**src/rtl/ssr_pkg.sv**
```systemverilog
// package for the serial status readback block
// shared by the design and the bench; no clocks or processes here
package ssr_pkg;

  // command word fields
  localparam int WORD_BITS     = 8;   // one serial byte
  localparam int CMD_CH_BIT    = 7;   // channel / watchdog bit
  localparam int CMD_ADDR_HI   = 6;   // address field top
  localparam int CMD_ADDR_LO   = 4;   // address field bottom
  localparam int CNT_W         = 16;  // received bit counter width

  // command addresses (bits 6:4 of a command)
  localparam logic [2:0] ADDR_STATUS_SEL = 3'h0;
  localparam logic [2:0] ADDR_OUT_CTRL   = 3'h1;
  localparam logic [2:0] ADDR_OC_LEVEL   = 3'h2;
  localparam logic [2:0] ADDR_BLANK_OL   = 3'h3;
  localparam logic [2:0] ADDR_DIRECT_IN  = 3'h4;
  localparam logic [2:0] ADDR_DLY_WD     = 3'h5;
  localparam logic [2:0] ADDR_PIN_SUPPLY = 3'h6;
  localparam logic [2:0] ADDR_NULL       = 3'h7;

  // reset values
  localparam logic [7:0] RST_CMD  = 8'h00;
  localparam logic [2:0] RST_SEL  = 3'h7;  // null readback until selected
  localparam logic [3:0] RST_NIB  = 4'h0;

  // low trip codes: 000 = 25 A ... 111 = 7.5 A; high bit: 0 = 100 A, 1 = 75 A
  // blank codes: 00 155 ms, 01 10 ms, 10 1.2 ms, 11 150 us
  // watchdog codes: 00 620 ms, 01 310 ms, 10 2500 ms, 11 1250 ms

  // fault inputs of one channel
  typedef struct packed {
    logic overtemp;
    logic oc_high;
    logic oc_low;
    logic open_load;
  } ssr_chan_fault_s;

  // per-channel configuration nibbles
  typedef struct packed {
    logic [3:0] oc_level;    // high_trip_bit, low_trip_code
    logic [3:0] blank_ol;    // openload_disable, timeout_disable, blank_time_code
    logic [3:0] direct_in;   // fast slew, high ratio, input disable, and/or
  } ssr_chan_cfg_s;

  // whole state of the block
  typedef struct packed {
    logic [2:0]       sclk_sync;   // two sync stages plus previous level
    logic [2:0]       cs_sync;
    logic [1:0]       si_sync;
    logic             in_frame;
    logic [CNT_W-1:0] bit_cnt;
    logic [7:0]       rx_shift;    // last eight bits received, not cleared at frame start
    logic [7:0]       tx_shift;    // bits still to send
    logic             so_bit;
    logic             so_oe;
    logic [7:0]       prev_cmd;    // last valid command
    logic [2:0]       status_sel;  // last written status select
    logic             sel_ch;      // channel stored with the select
    logic [3:0]       out_ctrl;    // sense1, on1, sense0, on0
    ssr_chan_cfg_s [1:0] cfg;
    logic [2:0]       delay_code;
    logic [1:0]       wd_period;
    logic [1:0]       supply_off;  // undervolt_prot_off, overvolt_prot_off
    ssr_chan_fault_s [1:0] flt_hold; // sticky faults, frozen in frame
    logic [1:0]       supply_hold;  // undervoltage, overvoltage
    logic             summary_flt;
    logic             fault_pin;
  } ssr_state_s;

endpackage : ssr_pkg

```
**src/rtl/ssr_status_readback.sv**
```systemverilog
// serial status return path of a dual protected switch
// assumes an external master drives chip select, clock and data pins
// asynchronous to clk_sys_in; pins are synchronised here
//
// Notes on behaviour
// - cs fall loads status, shifted msb first
// - after first byte, echo input delayed byte
// - latch only on nonzero multiple of eight
// - cs high: release so, faults update again
// - invalid frame discarded, status unchanged
// - status bit seven echoes previous channel bit
// - status select persists until rewritten
// - address 000 returns selected channel faults
// - summary fault set by either, read clears
// - latched faults hold pin until switch on
// - address 001 returns sense and on bits
// - address 010 returns trip levels
// - address 011 returns blanking and disables
// - address 100 returns direct input config
// - address 101 ch0 returns delay, failsafe0
// - address 101 ch1 returns watchdog, failsafe1
// - address 110 ch0 returns live pin levels
// - address 110 ch1 returns supply disables
// - address 111 returns null low bits
// - trip codes stored as programmed codes
// - blanking codes stored as programmed codes
// - watchdog codes stored as programmed codes
`timescale 1ns/1ps

module ssr_status_readback
  import ssr_pkg::*;
(
  input  wire logic                 clk_sys_in,       // 10 MHz system clock
  input  wire logic                 sys_rst_in,       // synchronous reset, high
  input  wire logic                 sclk_in,          // serial clock pin
  input  wire logic                 cs_n_in,          // chip select pin, low active
  input  wire logic                 si_in,            // serial data in pin
  output logic                      so_out,           // serial data out
  output logic                      so_oe_out,        // so drive enable
  input  wire ssr_pkg::ssr_chan_fault_s [1:0] chan_fault_in, // fault events per channel
  input  wire logic                 undervoltage_in,  // supply under limit
  input  wire logic                 overvoltage_in,   // supply over limit
  input  wire logic                 direct_on_in,     // switch-on via direct input
  input  wire logic                 in1_pin_in,       // live input pin 1
  input  wire logic                 in0_pin_in,       // live input pin 0
  input  wire logic                 failsafe_select_pin_in, // fail-safe select pin
  input  wire logic                 wake_pin_in,      // wake pin
  input  wire logic                 watchdog_expired_in, // device in fail-safe
  input  wire logic [1:0]           failsafe_state_in,   // fail-safe state per channel
  output logic                      fault_indicator_pin_out, // fault pin level
  output logic [7:0]                last_cmd_out      // last valid command word
);
  import ssr_pkg::*;

  ssr_state_s st;       // registered state
  ssr_state_s next_st;  // next state

  // combinational helpers
  logic       sclk_rise;
  logic       sclk_fall;
  logic       cs_fall;
  logic       cs_rise;
  logic [7:0] status_word;
  logic [3:0] low_nib;
  logic       ch;
  logic [7:0] cmd;
  logic       valid;
  logic       any_fault;
  logic       switch_on;

  // edge detection on the second and third sync stages only
  always_comb
  begin
    sclk_rise = st.sclk_sync[1] & ~st.sclk_sync[2];
    sclk_fall = ~st.sclk_sync[1] & st.sclk_sync[2];
    cs_fall   = ~st.cs_sync[1] & st.cs_sync[2];
    cs_rise   = st.cs_sync[1] & ~st.cs_sync[2];
  end

  // status word built from previous command and stored selection
  always_comb
  begin
    ch      = st.prev_cmd[CMD_CH_BIT];
    low_nib = 4'h0;
    // readbacks 010 to 100 use the channel stored with the select write; 101 and 110 use the previous command's channel bit
    case (st.status_sel)
      ADDR_STATUS_SEL: low_nib = 4'h0;
      ADDR_OUT_CTRL:   low_nib = st.out_ctrl;
      ADDR_OC_LEVEL:   low_nib = st.cfg[st.sel_ch].oc_level;
      ADDR_BLANK_OL:   low_nib = st.cfg[st.sel_ch].blank_ol;
      ADDR_DIRECT_IN:  low_nib = st.cfg[st.sel_ch].direct_in;
      ADDR_DLY_WD:
      begin
        if (!ch)
          low_nib = {failsafe_state_in[0], st.delay_code};
        else
          low_nib = {failsafe_state_in[1], watchdog_expired_in, st.wd_period};
      end
      ADDR_PIN_SUPPLY:
      begin
        if (!ch)
          low_nib = {in1_pin_in, in0_pin_in, failsafe_select_pin_in, wake_pin_in};
        else
          low_nib = {2'h0, st.supply_off};
      end
      default:         low_nib = 4'h0;
    endcase
    if (st.status_sel == ADDR_STATUS_SEL)
      status_word = {ch, st.flt_hold[st.sel_ch].overtemp, st.flt_hold[st.sel_ch].oc_high,
                     st.flt_hold[st.sel_ch].oc_low, st.flt_hold[st.sel_ch].open_load,
                     st.supply_hold, st.summary_flt};
    else
      status_word = {ch, st.status_sel, low_nib};
  end

  // next-state logic
  always_comb
  begin
    next_st = st;
    cmd     = st.rx_shift;
    valid   = 1'b0;
    // two-stage synchronisers plus edge history
    next_st.sclk_sync = {st.sclk_sync[1:0], sclk_in};
    next_st.cs_sync   = {st.cs_sync[1:0], cs_n_in};
    next_st.si_sync   = {st.si_sync[0], si_in};
    // fault capture only outside frames; sticky until reset, overcurrent bits reloaded on switch-on
    any_fault = (|chan_fault_in[0]) | (|chan_fault_in[1])
                | (undervoltage_in & ~st.supply_off[1])
                | (overvoltage_in & ~st.supply_off[0]);
    switch_on = direct_on_in;
    if (!st.in_frame)
    begin
      next_st.flt_hold[0]  = st.flt_hold[0] | chan_fault_in[0];
      next_st.flt_hold[1]  = st.flt_hold[1] | chan_fault_in[1];
      next_st.supply_hold  = st.supply_hold
                             | ({undervoltage_in, overvoltage_in} & ~st.supply_off);
    end
    if (cs_fall)
    begin
      // frame opens: load status, count from zero
      next_st.in_frame = 1'b1;
      next_st.bit_cnt  = '0;
      next_st.tx_shift = status_word;
      next_st.so_bit   = status_word[7];
      next_st.so_oe    = 1'b1;
      if (st.status_sel == ADDR_STATUS_SEL)
        next_st.summary_flt = 1'b0;
    end
    else if (st.in_frame && cs_rise)
    begin
      // frame closes: release so, judge length
      next_st.in_frame = 1'b0;
      next_st.so_oe    = 1'b0;
      valid = (st.bit_cnt != '0) && (st.bit_cnt[2:0] == 3'h0);
      if (valid)
      begin
        next_st.prev_cmd = cmd;
        case (cmd[CMD_ADDR_HI:CMD_ADDR_LO])
          ADDR_STATUS_SEL:
          begin
            next_st.status_sel = cmd[2:0];
            next_st.sel_ch     = cmd[CMD_CH_BIT];
          end
          ADDR_OUT_CTRL:
          begin
            next_st.out_ctrl = cmd[3:0];
            if (cmd[0] | cmd[2])
              switch_on = 1'b1;
          end
          ADDR_OC_LEVEL:   next_st.cfg[cmd[CMD_CH_BIT]].oc_level  = cmd[3:0];
          ADDR_BLANK_OL:   next_st.cfg[cmd[CMD_CH_BIT]].blank_ol  = cmd[3:0];
          ADDR_DIRECT_IN:  next_st.cfg[cmd[CMD_CH_BIT]].direct_in = cmd[3:0];
          ADDR_DLY_WD:
          begin
            if (!cmd[CMD_CH_BIT])
              next_st.delay_code = cmd[2:0];
            else
              next_st.wd_period = cmd[1:0];
          end
          ADDR_PIN_SUPPLY:
          begin
            if (cmd[CMD_CH_BIT])
              next_st.supply_off = cmd[1:0];
          end
          default:         next_st.prev_cmd = cmd; // test address: no write
        endcase
      end
      // an invalid frame only clears in_frame and so_oe; no command or config register is written
    end
    else if (st.in_frame)
    begin
      if (sclk_rise)
      begin
        // sample si on the rising edge
        next_st.rx_shift = {st.rx_shift[6:0], st.si_sync[1]};
        next_st.bit_cnt  = st.bit_cnt + CNT_W'(1);
      end
      if (sclk_fall && st.bit_cnt != '0)
      begin
        // shift on the falling edge; received byte follows status
        if (st.bit_cnt[2:0] == 3'h0)
        begin
          next_st.tx_shift = st.rx_shift;
          next_st.so_bit   = st.rx_shift[7];
        end
        else
        begin
          next_st.tx_shift = {st.tx_shift[6:0], 1'b0};
          next_st.so_bit   = st.tx_shift[6];
        end
      end
    end
    // summary flag set by any fault outside a frame, set wins over read clear
    if (any_fault && !st.in_frame)
      next_st.summary_flt = 1'b1;
    // latched faults hold the pin until a switch-on command or direct input
    if (any_fault)
      next_st.fault_pin = 1'b1;
    else if (switch_on)
      next_st.fault_pin = 1'b0;
    if (switch_on)
    begin
      next_st.flt_hold[0].oc_high = chan_fault_in[0].oc_high;
      next_st.flt_hold[0].oc_low  = chan_fault_in[0].oc_low;
      next_st.flt_hold[1].oc_high = chan_fault_in[1].oc_high;
      next_st.flt_hold[1].oc_low  = chan_fault_in[1].oc_low;
    end
  end

  // state register
  always_ff @(posedge clk_sys_in)
  begin
    if (sys_rst_in)
    begin
      st            <= '0;
      st.sclk_sync  <= 3'h0;
      st.cs_sync    <= 3'h7;
      st.prev_cmd   <= RST_CMD;
      st.status_sel <= RST_SEL;
      st.out_ctrl   <= RST_NIB;
    end
    else
      st <= next_st;
  end

  // outputs straight from flops
  always_ff @(posedge clk_sys_in)
  begin
    if (sys_rst_in)
    begin
      so_out                  <= 1'b0;
      so_oe_out               <= 1'b0;
      fault_indicator_pin_out <= 1'b0;
      last_cmd_out            <= RST_CMD;
    end
    else
    begin
      so_out                  <= next_st.so_bit;
      so_oe_out               <= next_st.so_oe;
      fault_indicator_pin_out <= next_st.fault_pin;
      last_cmd_out            <= next_st.prev_cmd;
    end
  end

endmodule // ssr_status_readback

```
**config.mk**
```make
export PLATFORM = sky130hd
export DESIGN_NAME = ssr_status_readback
export DESIGN_NICKNAME = d
export VERILOG_FILES = /design/src/rtl/ssr_pkg.sv /design/src/rtl/ssr_status_readback.sv
export SDC_FILE = /design/constraint.sdc
export NUM_CORES = 1
export LEC_CHECK = 0
export BUFFER_PORTS_ARGS = -buffer_cell sky130_fd_sc_hd__buf_2
export CORE_MARGIN = 1
export CORE_UTILIZATION = 45
export DETAILED_ROUTE_END_ITERATION = 12
export GPL_TIMING_DRIVEN = 0
export PLACE_DENSITY = 0.67
export SYNTH_ARGS = -nofsm -noshare
export SYNTH_HDL_FRONTEND = slang
export SYNTH_SLANG_ARGS = --single-unit
export TNS_END_PERCENT = 50
```
**constraint.sdc**
```tcl
create_clock -name clk_sys_in -period 3.2 [get_ports clk_sys_in]
set_clock_uncertainty 0.2 [all_clocks]
set_input_delay 0.32 -clock clk_sys_in [delete_from_list [all_inputs] [get_ports clk_sys_in]]
set_output_delay 0.32 -clock clk_sys_in [all_outputs]
set_load 0.05 [all_outputs]
```
# Word-level counts from Yosys, hierarchy flattened
# Index checks and enable logic that the tools add are counted.
# totals
output_inout_bits,11
register_bits,101
word_cells,155
# op_classes
order_cmp,3
mux,49
eq_ne,14
n_reduce_logical,31
addsub,1
bitwise_logic,24
# ops
operator,count
2-to-1 mux 47 bit,2
bitwise mux 24 bit,3
one-hot mux 24 bit (3 select lines),1
2-to-1 mux 33 bit,2
2-to-1 mux 48 bit,1
demux 12 bit (select 1 bit),3
2-to-1 mux 12 bit,3
2-to-1 mux 9 bit,4
2-to-1 mux 4 bit,7
2-to-1 mux 24 bit,1
one-hot mux 4 bit (6 select lines),1
"== test 3 bit, second input constant",6
2-to-1 mux 17 bit,1
"adder 16 x 1 -> 16 bit, second input constant",1
AND reduction 4 bit,4
nonzero test 16 bit,1
AND reduction 5 bit,3
"== test 3 x 2 -> 1 bit, second input constant",4
nonzero test 2 bit,6
2-to-1 mux 1 bit,11
2-to-1 mux 2 bit,5
zero test 3 bit,3
NOT 1 bit,9
AND reduction 3 bit,3
other kinds (21),37

# Logic depth before layout (Yosys ltp)
# depth
ltp_word,9
ltp_mapped,9

# Worst setup path after synthesis
# OpenSTA, ideal clock, no wires.
# synth_path
path_kind,reg2reg
start,register so_oe_out (netlist name)
end,register st[45] (netlist bit)
stages_incl_launch_ff,6
required_time_ns,2.872
n_path_buf,0
period_less_slack_ns,2.159
slack_ns,1.041
arrival_time_ns,1.831
path_cell_list,dfxtp_1 inv_2 a41o_1 nor4b_4 mux2i_1 nor2_1
# synth_lines
item,line,source
end signal: assignment,ssr_status_readback.sv:243,st <= next_st;
end: declaration,ssr_status_readback.sv:55,ssr_state_s st;

==> impl_summary.txt <==
----------------------------------------------------
[Placement]
  Number of I/O port buffers ... 33
  Final weighted congestion in routability-driven placement ... 0.899
  Final HPWL from detailed placement ... approximately 8400 µm
  Pre-CTS setup slack ... approximately 790 ps

[Critical path]
  Start point of the critical path ... st[77]
  Startpoint-to-endpoint class of the critical path ... reg -> reg
  Capturing element type of the critical path ... register
  Critical path data arrival time ... 2520 ps
  Required time reported for the critical path endpoint ... 3250 ps
  Reg-to-reg startpoint ... st[77]
  CP Launch Type ... register
  Largest fanout on the critical path ... 10

[Synth]
  Leading register cell type out of synthesis ... sky130_fd_sc_hd__dfxtp_1
  Post-synth ARST share ... 0
  Sequential share of the synthesized area ... 0.424
  Number of warnings printed during yosys synthesis ... 0
  Number of library cell types mapped by synthesis ... around 60
  Cell area after technology mapping ... 0.00472 mm²
  Count of mapped cells out of synthesis ... roughly 530
  Syn Area/Cell ... between 8 and 9 µm²
  Count of flip-flops with a built-in enable after synthesis ... 0
  Seq cells post-synth ... 100
  Mapped Nets ... approximately 550

[Clock tree]
  Latest clock arrival within the worst-skew pair ... 370 ps
  CTS Root Buffer Type ... sky130_fd_sc_hd__clkbuf_8
  CTS tree ... built
  Number of buffers created by CTS ... 9
  Max clock buf depth ... 2
  Number of clock sinks ... 100
  Number of levels in the clock H-tree ... 3
  Clock slew at reported path FFs ... about 90 ps
  Post_cts resized ... 0
  Number of setup buffers added after CTS ... 0

[Timing]
  Headroom to the max-slew limit ... 0.453
  Clock period minus final worst setup slack ... about 2500 ps
  Post-layout worst setup margin ... about 730 ps
  Number of pins exceeding their max-slew limit in the final report ... 0
  Endpoints failing hold ... 0
  Setup violations, final ... 0
  Slew at the pin closest to its max-slew limit ... 821 ps
  Unrepaired setup endpoints after global routing ... false
  Crit share post-route ... 0.771
  Highest attainable clock frequency ... 405 MHz
  Post-Route Setup TNS ... 0 ps

[Die]
  Placement Rows ... 37
  Horizontal die dimension ... about 100 µm
  Die footprint ... 0.0109 mm²
  I/O pin count ... 34
  Area of the core ... just over 0.01 mm²
  Initial Util ... 0.462
  Vertical extent of the die ... 104 µm

[Outcome]
  Status ... complete, no violations

[Routing]
  Count of antenna-violating nets left after detailed routing ... 0
  WL per Instance ... around 16 µm
  Vias per inst ... about 5.5
  Remaining design rule violation count ... 0
  Via count ... a little under 4000
  Met1 wire length ... 5340 µm
  Drt first-iter violations ... between 200 and 250
  Wire length reported by the detailed router ... between 10000 and 15000 µm
  Top layer reached by signal wires ... met4
  Number of iterations in the first detailed-routing pass ... 4
  DR WL met2 ... between 5000 and 6000 µm
  Length of routed met3 wiring ... between 500 and 600 µm

[Layout]
  Fillers ... around 1000
  Growth of design area from synthesis to finish ... 12.4%
  N_diodes ... 0
  Fraction of final layout cells sized beyond drive strength 1 ... 0.135
  Total Nets Final ... about 610
  Footprint of the multi-input gates ... 0.00246 mm²
  Register cell area after layout ... between 0.002 and 0.0025 mm²

[GRT]
  Total routing usage reported by global routing ... 0.225
  Total global routing overflow ... 0
  Pin count of the biggest net entering global routing ... 16
  Antenna violations before repair ... 0
  Global-route wire length before repair ... 19200 µm
  Vias in the first global route ... about 3800

[Worst hold path]
  Startpoint of the tightest hold check path ... chan_fault_in[7]
  Worst Hold Class ... in -> reg

[Power and ir drop]
  Power Dens Cells ... between 300 and 400 mW/mm²
  Maximum vdd drop ... roughly 0.30 mV
  Static power due to leakage ... between 2 and 2.5 nW

[Flow run]
  Max capacitance violation total ... 0

----------------------------------------------------
layout by cell type (no fill, tap or decap), types with 8 or more instances in the layout:
cell / synthesis / final
sky130_fd_sc_hd__a21oi_1: 30 / 30
sky130_fd_sc_hd__buf_2: 6 / 39
sky130_fd_sc_hd__buf_4: 9 / 9
sky130_fd_sc_hd__clkbuf_1: 26 / 29
sky130_fd_sc_hd__clkbuf_8: 0 / 10
sky130_fd_sc_hd__dfxtp_1: 100 / 100
sky130_fd_sc_hd__dlygate4sd3_1: 0 / 8
sky130_fd_sc_hd__inv_1: 9 / 9
sky130_fd_sc_hd__mux2i_1: 64 / 64
sky130_fd_sc_hd__nand2_1: 35 / 35
sky130_fd_sc_hd__nand3_1: 25 / 25
sky130_fd_sc_hd__nor2_1: 79 / 79
sky130_fd_sc_hd__nor2b_1: 12 / 12
sky130_fd_sc_hd__nor3_1: 12 / 12
sky130_fd_sc_hd__xnor2_1: 12 / 12
report_power, final:
group	internal (mW)	switching [mW]
logic	0.0420	0.0662
registers	1.26	0.0112
clock network	0.305	0.434
layout make-up:
cell class	count	area share
plain buffers	45	0.0410
clock inverters	3	0.00424
flip-flops and latches	100	0.377
multi-input cells	373	0.464
clock buffers	13	0.0280
repair buffers	41	0.0462
inverters	10	0.00707
well taps	136	0.0321
cells in the mapped netlist, drive strengths merged (5+ instances only):
master  instances  area [µm²]
a21oi          30         150
buf            19         120
clkbuf         26        97.6
dfxtp         100        2000
inv            10        37.5
mux2i          64         641
nand2          35         131
nand2b          6        37.5
nand3          25         125
nand4           6        43.8
nor2           80         308
nor2b          12        75.1
nor3           12        60.1
nor4            8        86.3
nor4b           5        73.8
o21ai           6        30.0
o22ai           6        37.5
xnor2          12         105
routing by layer:
metal	GRT usage	vias to the layer above
met5	0	-
met4	0.0745	0
met3	0.0432	18
met2	0.384	82
met1	0.285	1878
li1	-	1954
what timing repair did:
| item | in CTS | in global routing |
|---|---|---|
| setup endpoints to repair | 0 | 0 |
| hold buffers | 8 | 0 |
| endpoints found under the hold margin | 8 | 0 |
worst paths after layout:
path	endpoint	depth (start not counted)	slack (ps)
hold reg to reg	next_st[98]	1	220
setup / recovery	register	9	730
hold / removal	st[11]	3	8
setup reg to reg	register	9	730
cell families after synthesis:
family / share of synthesized area
mux: 0.140
xor+xnor: 0.0260
buf+inv: 0.0541
compound gates: 0.104
fa+ha+maj: 0.0101
simple gates: 0.241
flops: 0.424
metrics by stage:
stage / instances / power (mW) / util / instance area [µm²] / hold WS (ps)
after floorplan: 528 / 1.36 / - / 4720 / 189
after global placement: 697 / 1.40 / 0.494 / 5060 / 196
after detailed placement: 697 / 1.40 / 0.494 / 5060 / 198
after CTS: 721 / 2.14 / 0.519 / 5310 / 1.38
after global routing: 721 / 2.19 / 0.519 / 5310 / 12.7
final: 721 / 2.12 / 0.519 / 5310 / 7.87
critical path: stages, from the launching register on:
cell and delay, ps:
sky130_fd_sc_hd__dfxtp_1 360, sky130_fd_sc_hd__inv_1 70, sky130_fd_sc_hd__ha_1 170, sky130_fd_sc_hd__nor2b_1 200, sky130_fd_sc_hd__buf_6 190, sky130_fd_sc_hd__and2b_1 180, sky130_fd_sc_hd__buf_2 250, sky130_fd_sc_hd__nand4_1 390
sky130_fd_sc_hd__mux2i_1 280, sky130_fd_sc_hd__nor2_1 60
Note: power is estimated with default switching activity, not from simulation.
